$ cat src/verilog/dcirq_pkg.sv
/*
 * Package for the DMA channel interrupt source block.
 * It holds the register map, the field layouts, the reset values and the
 * helper functions that the register slave uses; the channel takes only the count width and its reset value.
 * It assumes a 32-bit AXI4-Lite register bus and eight DMA channels.
 */
package dcirq_pkg;

  // Number of DMA channels and width of the programmed transfer count.
  localparam int unsigned DCIRQ_NUM_CH  = 8;
  localparam int unsigned DCIRQ_COUNT_W = 16;
  localparam int unsigned DCIRQ_ADDR_W  = 8;

  // Register byte offsets.
  localparam logic [7:0] DCIRQ_OFS_FLAGS  = 8'h00;  // end_flag / half_flag, write one to clear.
  localparam logic [7:0] DCIRQ_OFS_ENABLE = 8'h04;  // end_irq_enable / half_irq_enable.
  localparam logic [7:0] DCIRQ_OFS_REQ    = 8'h08;  // Live request lines, read only.
  localparam logic [7:0] DCIRQ_OFS_COUNT  = 8'h20;  // First channel count register.
  localparam logic [7:0] DCIRQ_OFS_STRIDE = 8'h04;  // Spacing of channel count registers.

  // Field positions shared by the flag, enable and request registers.
  localparam int unsigned DCIRQ_END_LSB  = 0;
  localparam int unsigned DCIRQ_HALF_LSB = 8;

  // Reset values.
  localparam logic [DCIRQ_COUNT_W-1:0] DCIRQ_COUNT_RST = 16'h0000;
  localparam logic [31:0]              DCIRQ_DATA_RST  = 32'h0000_0000;

  // AXI response codes.
  localparam logic [1:0] DCIRQ_RESP_OKAY   = 2'h0;
  localparam logic [1:0] DCIRQ_RESP_SLVERR = 2'h2;

  // Returns one when the address falls on a channel count register.
  function automatic logic dcirq_is_count(input logic [DCIRQ_ADDR_W-1:0] addr);
    logic [DCIRQ_ADDR_W-1:0] top_ofs;
    top_ofs = DCIRQ_OFS_COUNT + 8'(DCIRQ_NUM_CH * DCIRQ_OFS_STRIDE);
    return (addr >= DCIRQ_OFS_COUNT) && (addr < top_ofs) && (addr[1:0] == 2'h0);
  endfunction : dcirq_is_count

  // Returns the channel index of a count register address.
  function automatic logic [2:0] dcirq_count_ch(input logic [DCIRQ_ADDR_W-1:0] addr);
    logic [DCIRQ_ADDR_W-1:0] rel;
    rel = addr - DCIRQ_OFS_COUNT;
    return rel[4:2];
  endfunction : dcirq_count_ch

  // Merges new write data into an old value under the byte strobes.
  function automatic logic [31:0] dcirq_merge(input logic [31:0] old_v,
                                              input logic [31:0] new_v,
                                              input logic [3:0]  strb);
    logic [31:0] res;
    res = old_v;
    for (int b = 0; b < 4; b++) begin
      if (strb[b]) begin
        res[b*8 +: 8] = new_v[b*8 +: 8];
      end
    end
    return res;
  endfunction : dcirq_merge

endpackage : dcirq_pkg

$ cat src/verilog/dcirq_channel.sv
/*
 * One DMA channel's transfer progress counter, its end and half flags,
 * its two interrupt enables and its two registered request lines.
 * It assumes the transfer engine pulses i_beat once per unit moved, and
 * that the register slave above it supplies one-cycle write strobes.
 */
`timescale 1ns/10ps
module dcirq_channel
  import dcirq_pkg::*;
#(
  parameter int unsigned COUNT_W = DCIRQ_COUNT_W
) (
  // Clock and reset.
  input  wire logic               i_clock,
  input  wire logic               i_reset,
  // Transfer progress from the engine.
  input  wire logic               i_beat,
  // Software writes.
  input  wire logic               i_load,
  input  wire logic [COUNT_W-1:0] i_load_count,
  input  wire logic               i_en_we,
  input  wire logic               i_en_end,
  input  wire logic               i_en_half,
  input  wire logic               i_clr_end,
  input  wire logic               i_clr_half,
  // State seen by software.
  output logic      [COUNT_W-1:0] o_remaining,
  output logic                    o_end_flag,
  output logic                    o_half_flag,
  output logic                    o_end_en,
  output logic                    o_half_en,
  // Request lines, registered and their next values.
  output logic                    o_end_req,
  output logic                    o_half_req,
  output logic                    o_end_req_nx,
  output logic                    o_half_req_nx
);

  logic [COUNT_W-1:0] remaining_q, remaining_d;  // Units still to move.
  logic [COUNT_W-1:0] total_q, total_d;          // Count as programmed.
  logic               end_flag_q, end_flag_d;    // Transfer end status.
  logic               half_flag_q, half_flag_d;  // Half end status.
  logic               end_en_q, end_en_d;        // end_irq_enable.
  logic               half_en_q, half_en_d;      // half_irq_enable.
  logic               end_req_q, half_req_q;     // Registered requests.
  logic               set_end, set_half;         // Flag set events.

  // Next-state logic: counting, flag setting and clearing, enables.
  always_comb begin
    remaining_d = remaining_q;
    total_d     = total_q;
    set_end     = 1'b0;
    set_half    = 1'b0;
    if (i_load) begin
      // A new count restarts the channel; a beat in this cycle is dropped.
      remaining_d = i_load_count;
      total_d     = i_load_count;
    end else if (i_beat && (remaining_q != '0)) begin
      remaining_d = remaining_q - 1'b1;
      // End on the last unit, half when half the count has moved.
      set_end  = (remaining_d == '0);
      set_half = (remaining_d == (total_q - (total_q >> 1))) && (total_q > 1);
    end
    // A set in the same cycle as a clear wins, so no event is lost.
    end_flag_d  = set_end  | (end_flag_q  & ~i_clr_end);
    half_flag_d = set_half | (half_flag_q & ~i_clr_half);
    end_en_d    = i_en_we ? i_en_end  : end_en_q;
    half_en_d   = i_en_we ? i_en_half : half_en_q;
    // Each request is its flag AND its enable; a cleared flag drops it.
    o_end_req_nx  = end_flag_d  & end_en_d;
    o_half_req_nx = half_flag_d & half_en_d;
  end

  // Registers for all channel state.
  always_ff @(posedge i_clock or posedge i_reset) begin
    if (i_reset) begin
      remaining_q <= DCIRQ_COUNT_RST;
      total_q     <= DCIRQ_COUNT_RST;
      end_flag_q  <= 1'b0;
      half_flag_q <= 1'b0;
      end_en_q    <= 1'b0;
      half_en_q   <= 1'b0;
      end_req_q   <= 1'b0;
      half_req_q  <= 1'b0;
    end else begin
      remaining_q <= remaining_d;
      total_q     <= total_d;
      end_flag_q  <= end_flag_d;
      half_flag_q <= half_flag_d;
      end_en_q    <= end_en_d;
      half_en_q   <= half_en_d;
      end_req_q   <= o_end_req_nx;
      half_req_q  <= o_half_req_nx;
    end
  end

  // Drive the ports straight from the registers.
  assign o_remaining = remaining_q;
  assign o_end_flag  = end_flag_q;
  assign o_half_flag = half_flag_q;
  assign o_end_en    = end_en_q;
  assign o_half_en   = half_en_q;
  assign o_end_req   = end_req_q;
  assign o_half_req  = half_req_q;
endmodule : dcirq_channel

$ cat src/verilog/dcirq_top.sv
/*
 * Interrupt request generation for an eight-channel DMA controller, with
 * an AXI4-Lite register slave for flags, enables and transfer counts.
 * It assumes one 10 MHz clock, an asynchronous active-high reset, a
 * transfer engine pulsing a beat per unit moved, and a system interrupt
 * controller that takes each request line on its own.
 */
// Local design decisions: the AXI4-Lite slave port and the register offsets.
// Functional notes
// - Eight channels, each with end and half sources.
// - End request equals end flag AND enable.
// - Half request equals half flag AND enable.
// - Clearing flag drops request, no acknowledge.
// - Every request has its own output line.
// - Within a channel, end outranks half.
`timescale 1ns/10ps
module dcirq_top
  import dcirq_pkg::*;
#(
  parameter int unsigned COUNT_W = DCIRQ_COUNT_W
) (
  // Clock and reset.
  input  wire logic                    i_clock,
  input  wire logic                    i_reset,
  // AXI4-Lite write address and data.
  input  wire logic                    i_axi_awvalid,
  output logic                         o_axi_awready,
  input  wire logic [DCIRQ_ADDR_W-1:0] i_axi_awaddr,
  input  wire logic                    i_axi_wvalid,
  output logic                         o_axi_wready,
  input  wire logic [31:0]             i_axi_wdata,
  input  wire logic [3:0]              i_axi_wstrb,
  // AXI4-Lite write response.
  output logic                         o_axi_bvalid,
  input  wire logic                    i_axi_bready,
  output logic      [1:0]              o_axi_bresp,
  // AXI4-Lite read address and data.
  input  wire logic                    i_axi_arvalid,
  output logic                         o_axi_arready,
  input  wire logic [DCIRQ_ADDR_W-1:0] i_axi_araddr,
  output logic                         o_axi_rvalid,
  input  wire logic                    i_axi_rready,
  output logic      [31:0]             o_axi_rdata,
  output logic      [1:0]              o_axi_rresp,
  // Transfer progress, one pulse per unit per channel.
  input  wire logic [DCIRQ_NUM_CH-1:0] i_xfer_beat,
  // Request lines to the system interrupt controller.
  output logic      [DCIRQ_NUM_CH-1:0] o_xfer_end_irq,
  output logic      [DCIRQ_NUM_CH-1:0] o_xfer_half_irq,
  // Summary interrupt and highest pending source.
  output logic                         o_irq,
  output logic                         o_src_valid,
  output logic      [3:0]              o_src_code
);

  localparam int unsigned NCH = DCIRQ_NUM_CH;

  // Write channel state.
  logic                    aw_have_q, aw_have_d;   // Address held.
  logic [DCIRQ_ADDR_W-1:0] aw_addr_q, aw_addr_d;   // Held address.
  logic                    w_have_q, w_have_d;     // Data held.
  logic [31:0]             w_data_q, w_data_d;     // Held data.
  logic [3:0]              w_strb_q, w_strb_d;     // Held strobes.
  logic                    awready_q, awready_d;   // Address ready.
  logic                    wready_q, wready_d;     // Data ready.
  logic                    bvalid_q, bvalid_d;     // Response valid.
  logic [1:0]              bresp_q, bresp_d;       // Response code.
  logic                    do_write;               // Write performed now.
  // Read channel state.
  logic                    arready_q, arready_d;   // Read address ready.
  logic                    rvalid_q, rvalid_d;     // Read data valid.
  logic [31:0]             rdata_q, rdata_d;       // Read data.
  logic [1:0]              rresp_q, rresp_d;       // Read response.
  // Channel strobes and state.
  logic [NCH-1:0]          ch_load, ch_clr_end, ch_clr_half;
  logic                    en_we;                  // Enable register write.
  logic [31:0]             wr_merged;              // Strobed write value.
  logic [COUNT_W-1:0]      remaining [NCH];        // Counts left per channel.
  logic [NCH-1:0]          end_flag, half_flag, end_en, half_en;
  logic [NCH-1:0]          end_req, half_req, end_req_nx, half_req_nx;
  // Summary outputs.
  logic                    irq_q, irq_d;
  logic                    src_valid_q, src_valid_d;
  logic [3:0]              src_code_q, src_code_d;

  // One channel unit per DMA channel, each with its own pair of lines.
  for (genvar c = 0; c < NCH; c++) begin : g_ch
    dcirq_channel #(.COUNT_W(COUNT_W)) u_ch (
      .i_clock       (i_clock),
      .i_reset       (i_reset),
      .i_beat        (i_xfer_beat[c]),
      .i_load        (ch_load[c]),
      .i_load_count  (wr_merged[COUNT_W-1:0]),
      .i_en_we       (en_we),
      .i_en_end      (wr_merged[DCIRQ_END_LSB + c]),
      .i_en_half     (wr_merged[DCIRQ_HALF_LSB + c]),
      .i_clr_end     (ch_clr_end[c]),
      .i_clr_half    (ch_clr_half[c]),
      .o_remaining   (remaining[c]),
      .o_end_flag    (end_flag[c]),
      .o_half_flag   (half_flag[c]),
      .o_end_en      (end_en[c]),
      .o_half_en     (half_en[c]),
      .o_end_req     (end_req[c]),
      .o_half_req    (half_req[c]),
      .o_end_req_nx  (end_req_nx[c]),
      .o_half_req_nx (half_req_nx[c])
    );
  end

  // Write path: take address and data in either order, then answer.
  always_comb begin
    aw_have_d   = aw_have_q;
    aw_addr_d   = aw_addr_q;
    w_have_d    = w_have_q;
    w_data_d    = w_data_q;
    w_strb_d    = w_strb_q;
    bvalid_d    = bvalid_q;
    bresp_d     = bresp_q;
    ch_load     = '0;
    ch_clr_end  = '0;
    ch_clr_half = '0;
    en_we       = 1'b0;
    do_write    = aw_have_q && w_have_q && !bvalid_q;
    wr_merged   = DCIRQ_DATA_RST;
    if (i_axi_awvalid && awready_q) begin
      aw_have_d = 1'b1;
      aw_addr_d = i_axi_awaddr;
    end
    if (i_axi_wvalid && wready_q) begin
      w_have_d = 1'b1;
      w_data_d = i_axi_wdata;
      w_strb_d = i_axi_wstrb;
    end
    if (bvalid_q && i_axi_bready) begin
      bvalid_d = 1'b0;
    end
    if (do_write) begin
      aw_have_d = 1'b0;
      w_have_d  = 1'b0;
      bvalid_d  = 1'b1;
      bresp_d   = DCIRQ_RESP_OKAY;
      if (aw_addr_q == DCIRQ_OFS_FLAGS) begin
        // Writing one clears a flag, which withdraws its request.
        wr_merged   = dcirq_merge(DCIRQ_DATA_RST, w_data_q, w_strb_q);
        ch_clr_end  = wr_merged[DCIRQ_END_LSB +: NCH];
        ch_clr_half = wr_merged[DCIRQ_HALF_LSB +: NCH];
      end else if (aw_addr_q == DCIRQ_OFS_ENABLE) begin
        wr_merged = dcirq_merge({16'h0000, half_en, end_en}, w_data_q, w_strb_q);
        en_we     = 1'b1;
      end else if (aw_addr_q == DCIRQ_OFS_REQ) begin
        bresp_d = DCIRQ_RESP_OKAY;
      end else if (dcirq_is_count(aw_addr_q)) begin
        wr_merged = dcirq_merge(32'(remaining[dcirq_count_ch(aw_addr_q)]), w_data_q, w_strb_q);
        ch_load[dcirq_count_ch(aw_addr_q)] = 1'b1;
      end else begin
        bresp_d = DCIRQ_RESP_SLVERR;
      end
    end
    // Ready only while nothing is held and no response waits.
    awready_d = !aw_have_d && !bvalid_d;
    wready_d  = !w_have_d && !bvalid_d;
  end

  // Read path: one read at a time, data from a register.
  always_comb begin
    rvalid_d = rvalid_q;
    rdata_d  = rdata_q;
    rresp_d  = rresp_q;
    if (rvalid_q && i_axi_rready) begin
      rvalid_d = 1'b0;
    end
    if (i_axi_arvalid && arready_q) begin
      rvalid_d = 1'b1;
      rresp_d  = DCIRQ_RESP_OKAY;
      if (i_axi_araddr == DCIRQ_OFS_FLAGS) begin
        rdata_d = {16'h0000, half_flag, end_flag};
      end else if (i_axi_araddr == DCIRQ_OFS_ENABLE) begin
        rdata_d = {16'h0000, half_en, end_en};
      end else if (i_axi_araddr == DCIRQ_OFS_REQ) begin
        rdata_d = {16'h0000, half_req, end_req};
      end else if (dcirq_is_count(i_axi_araddr)) begin
        rdata_d = 32'(remaining[dcirq_count_ch(i_axi_araddr)]);
      end else begin
        rdata_d = DCIRQ_DATA_RST;
        rresp_d = DCIRQ_RESP_SLVERR;
      end
    end
    arready_d = !rvalid_d;
  end

  // Summary: any request raises the interrupt; the pending source shown
  // is the lowest channel, and its end source before its half source.
  always_comb begin
    irq_d       = |{end_req_nx, half_req_nx};
    src_valid_d = 1'b0;
    src_code_d  = 4'h0;
    for (int c = NCH - 1; c >= 0; c--) begin
      if (end_req_nx[c]) begin
        src_valid_d = 1'b1;
        src_code_d  = {3'(c), 1'b0};  // End ranks above half.
      end else if (half_req_nx[c]) begin
        src_valid_d = 1'b1;
        src_code_d  = {3'(c), 1'b1};
      end
    end
  end

  // Registers of the bus slave and the summary outputs.
  always_ff @(posedge i_clock or posedge i_reset) begin
    if (i_reset) begin
      aw_have_q   <= 1'b0;
      aw_addr_q   <= '0;
      w_have_q    <= 1'b0;
      w_data_q    <= DCIRQ_DATA_RST;
      w_strb_q    <= 4'h0;
      awready_q   <= 1'b0;
      wready_q    <= 1'b0;
      bvalid_q    <= 1'b0;
      bresp_q     <= DCIRQ_RESP_OKAY;
      arready_q   <= 1'b0;
      rvalid_q    <= 1'b0;
      rdata_q     <= DCIRQ_DATA_RST;
      rresp_q     <= DCIRQ_RESP_OKAY;
      irq_q       <= 1'b0;
      src_valid_q <= 1'b0;
      src_code_q  <= 4'h0;
    end else begin
      aw_have_q   <= aw_have_d;
      aw_addr_q   <= aw_addr_d;
      w_have_q    <= w_have_d;
      w_data_q    <= w_data_d;
      w_strb_q    <= w_strb_d;
      awready_q   <= awready_d;
      wready_q    <= wready_d;
      bvalid_q    <= bvalid_d;
      bresp_q     <= bresp_d;
      arready_q   <= arready_d;
      rvalid_q    <= rvalid_d;
      rdata_q     <= rdata_d;
      rresp_q     <= rresp_d;
      irq_q       <= irq_d;
      src_valid_q <= src_valid_d;
      src_code_q  <= src_code_d;
    end
  end

  // Port drive, all from registers.
  assign o_axi_awready   = awready_q;
  assign o_axi_wready    = wready_q;
  assign o_axi_bvalid    = bvalid_q;
  assign o_axi_bresp     = bresp_q;
  assign o_axi_arready   = arready_q;
  assign o_axi_rvalid    = rvalid_q;
  assign o_axi_rdata     = rdata_q;
  assign o_axi_rresp     = rresp_q;
  assign o_xfer_end_irq  = end_req;
  assign o_xfer_half_irq = half_req;
  assign o_irq           = irq_q;
  assign o_src_valid     = src_valid_q;
  assign o_src_code      = src_code_q;
endmodule : dcirq_top

$ cat config.mk
export PLATFORM = sky130hd
export DESIGN_NAME = dcirq_top
export DESIGN_NICKNAME = d
export VERILOG_FILES = /design/src/verilog/dcirq_pkg.sv /design/src/verilog/dcirq_channel.sv /design/src/verilog/dcirq_top.sv
export SDC_FILE = /design/constraint.sdc
export NUM_CORES = 2
export LEC_CHECK = 0
export BUFFER_PORTS_ARGS = -buffer_cell sky130_fd_sc_hd__buf_2
export CORE_MARGIN = 2
export CORE_UTILIZATION = 45
export DETAILED_ROUTE_END_ITERATION = 16
export HOLD_SLACK_MARGIN = 0.08
export PLACE_DENSITY = 0.69
export SKIP_CTS_REPAIR_TIMING = 1
export SLEW_MARGIN = 15
export SYNTH_ARGS = -nofsm -noshare
export SYNTH_HDL_FRONTEND = slang
export SYNTH_HIERARCHICAL = 1
export SYNTH_SLANG_ARGS = --single-unit
$ cat constraint.sdc
create_clock -name i_clock -period 4.4 [get_ports i_clock]
set_input_delay 0.22 -clock i_clock [delete_from_list [all_inputs] [get_ports i_clock]]
set_output_delay 0.22 -clock i_clock [all_outputs]
set_load 0.01 [all_outputs]
=== After elaboration in Yosys (flattened, before gate mapping) ===
Index checks and enable logic that the tools add are counted.

* Register bits: 397

* Add/sub/neg operators: 18
* Order comparisons: 16
* Equality and inequality tests: 12
* Muxes and demuxes: 147
* Bitwise logic cells: 66
* Reduce and logical (&&, ||, !) cells: 64

{| class="wikitable"
|+ Operators with widths
! kind !! number
|-
| two-way mux 16 bit || 29
|-
| == test 16 bit || 8
|-
| > comparator 16 x 1 -> 1 bit, second input constant || 8
|-
| zero test 16 bit || 8
|-
| nonzero test 16 bit || 8
|-
| subtractor 16 x 1 -> 16 bit, second input constant || 8
|-
| subtractor 16 x 15 -> 16 bit || 8
|-
| two-way mux 8 bit || 15
|-
| binary-select mux 16 bit (select 3 bit) || 2
|-
| two-way mux 1 bit || 76
|-
| two-way mux 4 bit || 16
|-
| AND 1 bit || 32
|-
| logical AND 1 bit || 30
|-
| == test 8 x 3 -> 1 bit, second input constant || 2
|-
| == test 8 x 4 -> 1 bit, second input constant || 2
|-
| greater-or-equal comparator 8 x 6 -> 1 bit, second input constant || 2
|-
| zero test 8 bit || 2
|-
| < comparator 8 x 7 -> 1 bit, second input constant || 2
|-
| two-way mux 2 bit || 8
|-
| NOT 1 bit || 16
|-
| OR 1 bit || 16
|-
| nonzero test 2 bit || 8
|-
| OR reduction 16 bit || 1
|-
| subtractor 5 x 1 -> 5 bit, second input constant || 2
|-
| other kinds (7) || 14
|}

=== Logic depth before layout (Yosys ltp) ===
* Depth in word-level cells: 29
* Depth in mapped cells: 16

=== Cells and area by module ===
Netlist, hierarchy kept.

{| class="wikitable"
|+ Modules (own cells, without submodules)
! module !! instances !! cells an instance !! area each (um^2) !! seq. area each (um^2)
|-
| dcirq_channel (g_ch[0].u_ch ...) || 5 || 362 || 3211.8 || 950.9
|-
| dcirq_top || 1 || 518 || 5298.8 || 1426.4
|-
| dcirq_channel (g_ch[7].u_ch) || 1 || 366 || 3129.3 || 950.9
|-
| dcirq_channel (g_ch[1].u_ch) || 1 || 364 || 3086.7 || 950.9
|-
| dcirq_channel (g_ch[6].u_ch) || 1 || 346 || 3059.2 || 950.9
|}

=== Worst setup path after synthesis ===
No wires, ideal clock.

* Kind: reg-to-reg
* Start: register aw_addr_q[7]
* End: register src_code_q[1], in the netlist o_src_code[1]
* Arrival: 3580 ps
* Required time: 4277 ps
* Path slack: 697 ps
* Stages on the path, launching flop included: 13
* Path buffers: 2
* Period minus slack after synthesis: 3703 ps
* Cell sequence: dfrtp_1 -> or4_4 -> or4_1 -> buf_2 -> buf_6 -> nor2_1 -> mux2_2 -> and2_1 -> nor2_1 -> o31ai_1 -> a211oi_1 -> o31a_1 -> nor3_1

* Elaborated cells on any way between the ends: 136

{| class="wikitable"
|+ RTL lines
! what !! line !! text
|-
| from (decl) || dcirq_top.sv:60 || <nowiki>logic [DCIRQ_ADDR_W-1:0] aw_addr_q, aw_addr_d;</nowiki>
|-
| from (signal assigned) || dcirq_top.sv:230 || <nowiki>aw_addr_q <= aw_addr_d;</nowiki>
|-
| == test 8 x 3 -> 1 bit || dcirq_top.sv:148 || <nowiki>end else if (aw_addr_q == DCIRQ_OFS_ENABLE) begin</nowiki>
|-
| two-way mux 1 bit || dcirq_top.sv:148 ||
|-
| two-way mux 1 bit (*) || dcirq_top.sv:143 || <nowiki>if (aw_addr_q == DCIRQ_OFS_FLAGS) begin</nowiki>
|-
| two-way mux 1 bit (*) || dcirq_top.sv:138 || <nowiki>if (do_write) begin</nowiki>
|-
| via en_we || dcirq_top.sv:76 || <nowiki>logic en_we;</nowiki>
|-
| two-way mux 1 bit (*) || dcirq_channel.sv:68 || <nowiki>half_en_d = i_en_we ? i_en_half : half_en_q;</nowiki>
|-
| via g_ch[5].u_ch.half_en_d || dcirq_channel.sv:44 || <nowiki>logic half_en_q, half_en_d;</nowiki>
|-
| AND 1 bit (*) || dcirq_channel.sv:71 || <nowiki>o_half_req_nx = half_flag_d & half_en_d;</nowiki>
|-
| via half_req_nx[5] || dcirq_top.sv:80 || <nowiki>logic [NCH-1:0] end_req, half_req, end_req_nx, half_req_nx;</nowiki>
|-
| [5 not listed] || - ||
|-
| two-way mux 4 bit (*) || dcirq_top.sv:199 || <nowiki>if (end_req_nx[c]) begin</nowiki>
|-
| two-way mux 4 bit (*) || dcirq_top.sv:202 || <nowiki>end else if (half_req_nx[c]) begin</nowiki>
|-
| two-way mux 4 bit (*) || dcirq_top.sv:199 ||
|-
| two-way mux 4 bit (*) || dcirq_top.sv:202 ||
|-
| two-way mux 4 bit (*) || dcirq_top.sv:199 ||
|-
| two-way mux 4 bit (*) || dcirq_top.sv:202 ||
|-
| two-way mux 4 bit (*) || dcirq_top.sv:199 ||
|-
| via src_code_d[1] || dcirq_top.sv:84 || <nowiki>logic [3:0] src_code_q, src_code_d;</nowiki>
|-
| to (signal assigned) || dcirq_top.sv:244 || <nowiki>src_code_q <= src_code_d;</nowiki>
|-
| to (decl) || dcirq_top.sv:84 ||
|}

Mark *: on every way through the listed nets, which the timed path passes. The rest lies on a longest branch.
A chain may end at the register's enable or synchronous reset.

=== Final worst setup path ===
* Start: register g_ch[6].u_ch.total_q[0]
* End: register src_code_q[0], in the netlist o_src_code[0]

* Cells in the longest elaborated chain, start to end: 21
* Elaborated cells on any way between the ends: 22

{| class="wikitable"
|+ Ends and longest elaborated chain
! what !! line !! text
|-
| from (decl) || dcirq_channel.sv:40 || <nowiki>logic [COUNT_W-1:0] total_q, total_d;</nowiki>
|-
| from (signal assigned) || dcirq_channel.sv:87 || <nowiki>total_q <= total_d;</nowiki>
|-
| subtractor 16 x 15 -> 16 bit || dcirq_channel.sv:62 || <nowiki>set_half = (remaining_d == (total_q - (total_q >> 1))) && (total_q > 1);</nowiki>
|-
| == test 16 bit || dcirq_channel.sv:62 ||
|-
| logical AND 1 bit (*) || dcirq_channel.sv:62 ||
|-
| two-way mux 1 bit (*) || dcirq_channel.sv:58 || <nowiki>end else if (i_beat && (remaining_q != '0)) begin</nowiki>
|-
| two-way mux 1 bit (*) || dcirq_channel.sv:54 || <nowiki>if (i_load) begin</nowiki>
|-
| OR 1 bit (*) || dcirq_channel.sv:66 || <nowiki>half_flag_d = set_half | (half_flag_q & ~i_clr_half);</nowiki>
|-
| AND 1 bit (*) || dcirq_channel.sv:71 ||
|-
| via half_req_nx[6] || dcirq_top.sv:80 ||
|-
| [7 not listed] || - ||
|-
| two-way mux 4 bit (*) || dcirq_top.sv:199 ||
|-
| two-way mux 4 bit (*) || dcirq_top.sv:202 ||
|-
| two-way mux 4 bit (*) || dcirq_top.sv:199 ||
|-
| two-way mux 4 bit (*) || dcirq_top.sv:202 ||
|-
| two-way mux 4 bit (*) || dcirq_top.sv:199 ||
|-
| two-way mux 4 bit (*) || dcirq_top.sv:202 ||
|-
| two-way mux 4 bit (*) || dcirq_top.sv:199 ||
|-
| via src_code_d[0] || dcirq_top.sv:84 ||
|}

Marks and branches as above.

==> insert_results.sql <==
INSERT INTO impl_metrics (metric_group, metric, value, unit) VALUES
('final_layout', 'layout.filler_cells', '6227', ''),
('timing', 'slew-limit-headroom', '0.1925', ''),
('global_routing', 'grt_pass1_wl', '158.1', 'mm'),
('clock_network', 'cts.sinks', '361', ''),
('setup_path', 'critical-path-slowest-cell', 'sky130_fd_sc_hd__o31ai_2', ''),
('run', 'drv.max_cap_violation_count', '0', ''),
('detailed_routing', 'routed_wirelength', '104.7', 'mm'),
('final_layout', 'highest_count_cells_in_the_layout_ignoring_fill_and_taps', '360 x sky130_fd_sc_hd__dfrtp_1, 335 x sky130_fd_sc_hd__o21ai_0, 293 x sky130_fd_sc_hd__xnor2_1', ''),
('yosys', 'syn_area', '30630', 'um2'),
('clock_network', 'worst_setup_hold_path_clk_slew', '60', 'ps'),
('setup_path', 'path_class', 'reg2reg', ''),
('clock_network', 'root_buffer', 'sky130_fd_sc_hd__clkbuf_16', ''),
('setup_path', 'path_delay_family', 'compound AO/OA/AOI/OAI gates', ''),
('setup_path', 'critPathBufInv', '2', ''),
('detailed_routing', 'route.detailed.wl_per_inst', '23.53', 'um'),
('timing', 'tightest_slew', '1208', 'ps'),
('place', 'detailed_place.area', '32360', 'um2'),
('timing', 'finalWorstPathRequiredPeriod', '4051', 'ps'),
('setup_path', 'worst_setup_path_start_kind', 'flip-flop', ''),
('die', 'die_height', '264.9', 'um'),
('detailed_routing', 'vias', '27420', ''),
('global_routing', 'grt_antenna_before_repair', '7', ''),
('power_and_ir_drop', 'ir_worst_vdd', '306.3', 'uV'),
('final_layout', 'area_delta_synth_final', '12.00', '%'),
('die', 'fp.coreArea', '67280', 'um2'),
('timing', 'finalHoldWorstSlack', '100.2', 'ps'),
('final_layout', 'stdcell_count', '4449', ''),
('place', 'placedCellCount', '4329', ''),
('global_routing', 'grt_use_total', '0.2931', ''),
('timing', 'final-max-slew-violation-count', '0', ''),
('final_layout', 'finish.utilization', '0.5100', ''),
('place', 'placement.io_buffers', '93', ''),
('yosys', 'asyncSetResetFlopFracSynth', '1.000', ''),
('setup_path', 'path_cells', 'inv_1 > ha_1 > fa_1 > o21bai_1 > a211o_1 > a21o_1 > a311oi_1 > xnor2_1 > a2111oi_0 > o2111ai_1 > o31ai_2 > inv_1 > a21oi_1 > o21bai_1 > a211oi_1 > o31a_1', ''),
('global_routing', 'grt_pass1_vias', '26130', ''),
('final_layout', 'mostFrequentLayoutCell', 'sky130_fd_sc_hd__dfrtp_1', ''),
('place', 'dpl_worst_slack', '420.7', 'ps'),
('global_routing', 'gr-total-overflow', '0', ''),
('power_and_ir_drop', 'p_per_area', '460.8', 'nW/um2'),
('yosys', 'yosysWarningCount', '6', ''),
('detailed_routing', 'drtPass1Iterations', '8', ''),
('yosys', 'syn_area_per_cell', '8.999', 'um2'),
('clock_network', 'cts.htree.levels', '2', ''),
('setup_path', 'arrival_time_of_data_at_the_critical_path_endpoint', '4590', 'ps'),
('global_routing', 'pin_count_of_the_biggest_net_entering_global_routing', '49', ''),
('setup_path', 'critical_path_peak_fanout', '5', ''),
('timing', 'clock.fmax', '0.2469', 'GHz'),
('timing', 'final.setup.worst_slack', '349.3', 'ps'),
('place', 'place_congestion', '0.9851', ''),
('yosys', 'synth_enable_flop_cells', '0', ''),
('clock_network', 'max-clock-path-buffers', '3', ''),
('min_path', 'worstHoldPathType', 'in2reg', ''),
('final_layout', 'design.final.nets', '3843', ''),
('clock_network', 'clk_latency', '600', 'ps'),
('power_and_ir_drop', 'leakagePower', '13.34', 'nW'),
('final_layout', 'ratio_of_cells_with_drive_above_1_in_the_final_layout', '0.1536', ''),
('setup_path', 'cpPeakStageDelay', '500', 'ps'),
('yosys', 'yosysSeqAreaShare', '0.2949', ''),
('yosys', 'cell_count_after_synthesis', '3404', ''),
('place', 'detailedPlacementHpwl', '77.82', 'mm'),
('timing', 'setup_tns', '0', 'ps'),
('timing', 'post-route-period-util', '0.9206', ''),
('die', 'start_util', '0.4553', ''),
('outcome', 'run_status', 'complete, no violations', ''),
('clock_network', 'cts_inserted_buffers', '46', ''),
('die', 'dieArea', '70180', 'um2'),
('final_layout', 'finish.instance_area', '34310', 'um2'),
('yosys', 'yosys_top_cell_area_share', '0.2949', ''),
('power_and_ir_drop', 'power.total', '15.81', 'mW'),
('timing', 'final-hold-violation-count', '0', ''),
('timing', 'setup_repair_after_global_routing_missed_its_margin', 'false', '');
-- cell usage after synthesis (15+ instances only) --
cell and n:
sky130_fd_sc_hd__mux4_2 64, sky130_fd_sc_hd__ha_1 232, sky130_fd_sc_hd__a21oi_1 129, sky130_fd_sc_hd__a31oi_1 20, sky130_fd_sc_hd__nor3_1 98, sky130_fd_sc_hd__clkbuf_1 92
sky130_fd_sc_hd__or2_2 16, sky130_fd_sc_hd__a21o_1 25, sky130_fd_sc_hd__nand2b_1 44, sky130_fd_sc_hd__o21ai_0 335, sky130_fd_sc_hd__nor4_1 48, sky130_fd_sc_hd__o22ai_1 25
sky130_fd_sc_hd__o21bai_1 32, sky130_fd_sc_hd__and3_1 16, sky130_fd_sc_hd__o211ai_1 21, sky130_fd_sc_hd__nand4_1 53, sky130_fd_sc_hd__buf_4 18, sky130_fd_sc_hd__dfrtp_1 361
sky130_fd_sc_hd__a211oi_1 25, sky130_fd_sc_hd__or3_1 16, sky130_fd_sc_hd__xnor2_1 293, sky130_fd_sc_hd__nand3_1 78, sky130_fd_sc_hd__mux2_2 41, sky130_fd_sc_hd__nor3b_1 27
sky130_fd_sc_hd__a21boi_0 17, sky130_fd_sc_hd__and2_1 29, sky130_fd_sc_hd__nand2_1 259, sky130_fd_sc_hd__xor2_1 113, sky130_fd_sc_hd__nand3b_1 48, sky130_fd_sc_hd__nor2b_1 40
sky130_fd_sc_hd__inv_1 243, sky130_fd_sc_hd__o31ai_1 15, sky130_fd_sc_hd__buf_2 47, sky130_fd_sc_hd__nor2_1 156
-- state kept, by name, summed over array words and instances (netlist names), 2 cells and up --
name / flops
aw_addr_q: 8
g_ch.u_ch/o_end_en: 8
g_ch.u_ch/o_end_flag: 8
g_ch.u_ch/o_end_req: 8
g_ch.u_ch/o_half_en: 8
g_ch.u_ch/o_half_flag: 8
g_ch.u_ch/o_half_req: 8
g_ch.u_ch/o_remaining: 128
g_ch.u_ch/total_q: 128
o_axi_rdata: 16
o_src_code: 4
w_data_q: 16
w_strb_q: 2
-- cells by family (layout without fill, tap and decap cells) --
group                      Yosys count  count (layout)  share of synthesized area
AOI/OAI and AO/OA                  802             802                     0.1673
xor gates and xnor gates           420             420                     0.1237
adders and majority gates          240             240                    0.09999
buffers and inverters              419             572                    0.05767
DFF                                361             361                     0.2949
muxes                              119             119                    0.06670
other                                1              20                  0.0001224
and+or+nand+nor                   1042            1042                     0.1896
-- worst min-delay path, stage by stage --
cell                      delay, ps
sky130_fd_sc_hd__buf_2          100
sky130_fd_sc_hd__and3_1         160
sky130_fd_sc_hd__xnor2_1        110
sky130_fd_sc_hd__o21ai_0         70
-- layout make-up --
class,count,area (um2),area share
Timing Repair Buffer,241,1657,0.04828
Tap cell,873,1092,0.03184
Clock buffer,62,1345,0.03920
Antenna cell,2,5.005,0.0001459
Clock inverter,24,275.3,0.008023
Multi-Input combinational cell,2641,19980,0.5824
Sequential cell,361,9035,0.2633
Inverter,245,919.6,0.02680
-- power breakdown --
group / internal, mW / switching, mW / total (mW)
clock: 2.45 / 1.65 / 4.09
sequential: 3.98 / 1.53 / 5.51
combinational: 2.86 / 3.35 / 6.20
-- metal layers --
layer	track usage	up-vias	routed length [um]
li1	-	12410	-
met1	0.3899	13270	42290
met2	0.4418	1412	45180
met3	0.07487	320	11050
met4	0.1477	8	6098
met5	0	-	48
-- path summary, 6_finish.rpt --
check | cells after the start | slack, ps | from | end
min reg2reg | 2 | 480 | o_axi_rdata[5]$_DFFE_PP0P_ | o_axi_rdata[5]$_DFFE_PP0P_
min | 4 | 100 | i_xfer_beat[0] | g_ch[0].u_ch/o_remaining[2]$_DFFE_PP0P_
max in group asynchronous | 4 | 2960 | i_reset | aw_addr_q[3]$_DFFE_PP0P_
max | 16 | 350 | g_ch[6].u_ch/total_q[0]$_DFFE_PP0P_ | o_src_code[0]$_DFF_PP0_
min in group asynchronous | 3 | 210 | i_reset | g_ch[2].u_ch/o_end_req$_DFF_PP0_
max reg2reg | 16 | 350 | g_ch[6].u_ch/total_q[0]$_DFFE_PP0P_ | o_src_code[0]$_DFF_PP0_
Power figures use the tool's default switching activity.
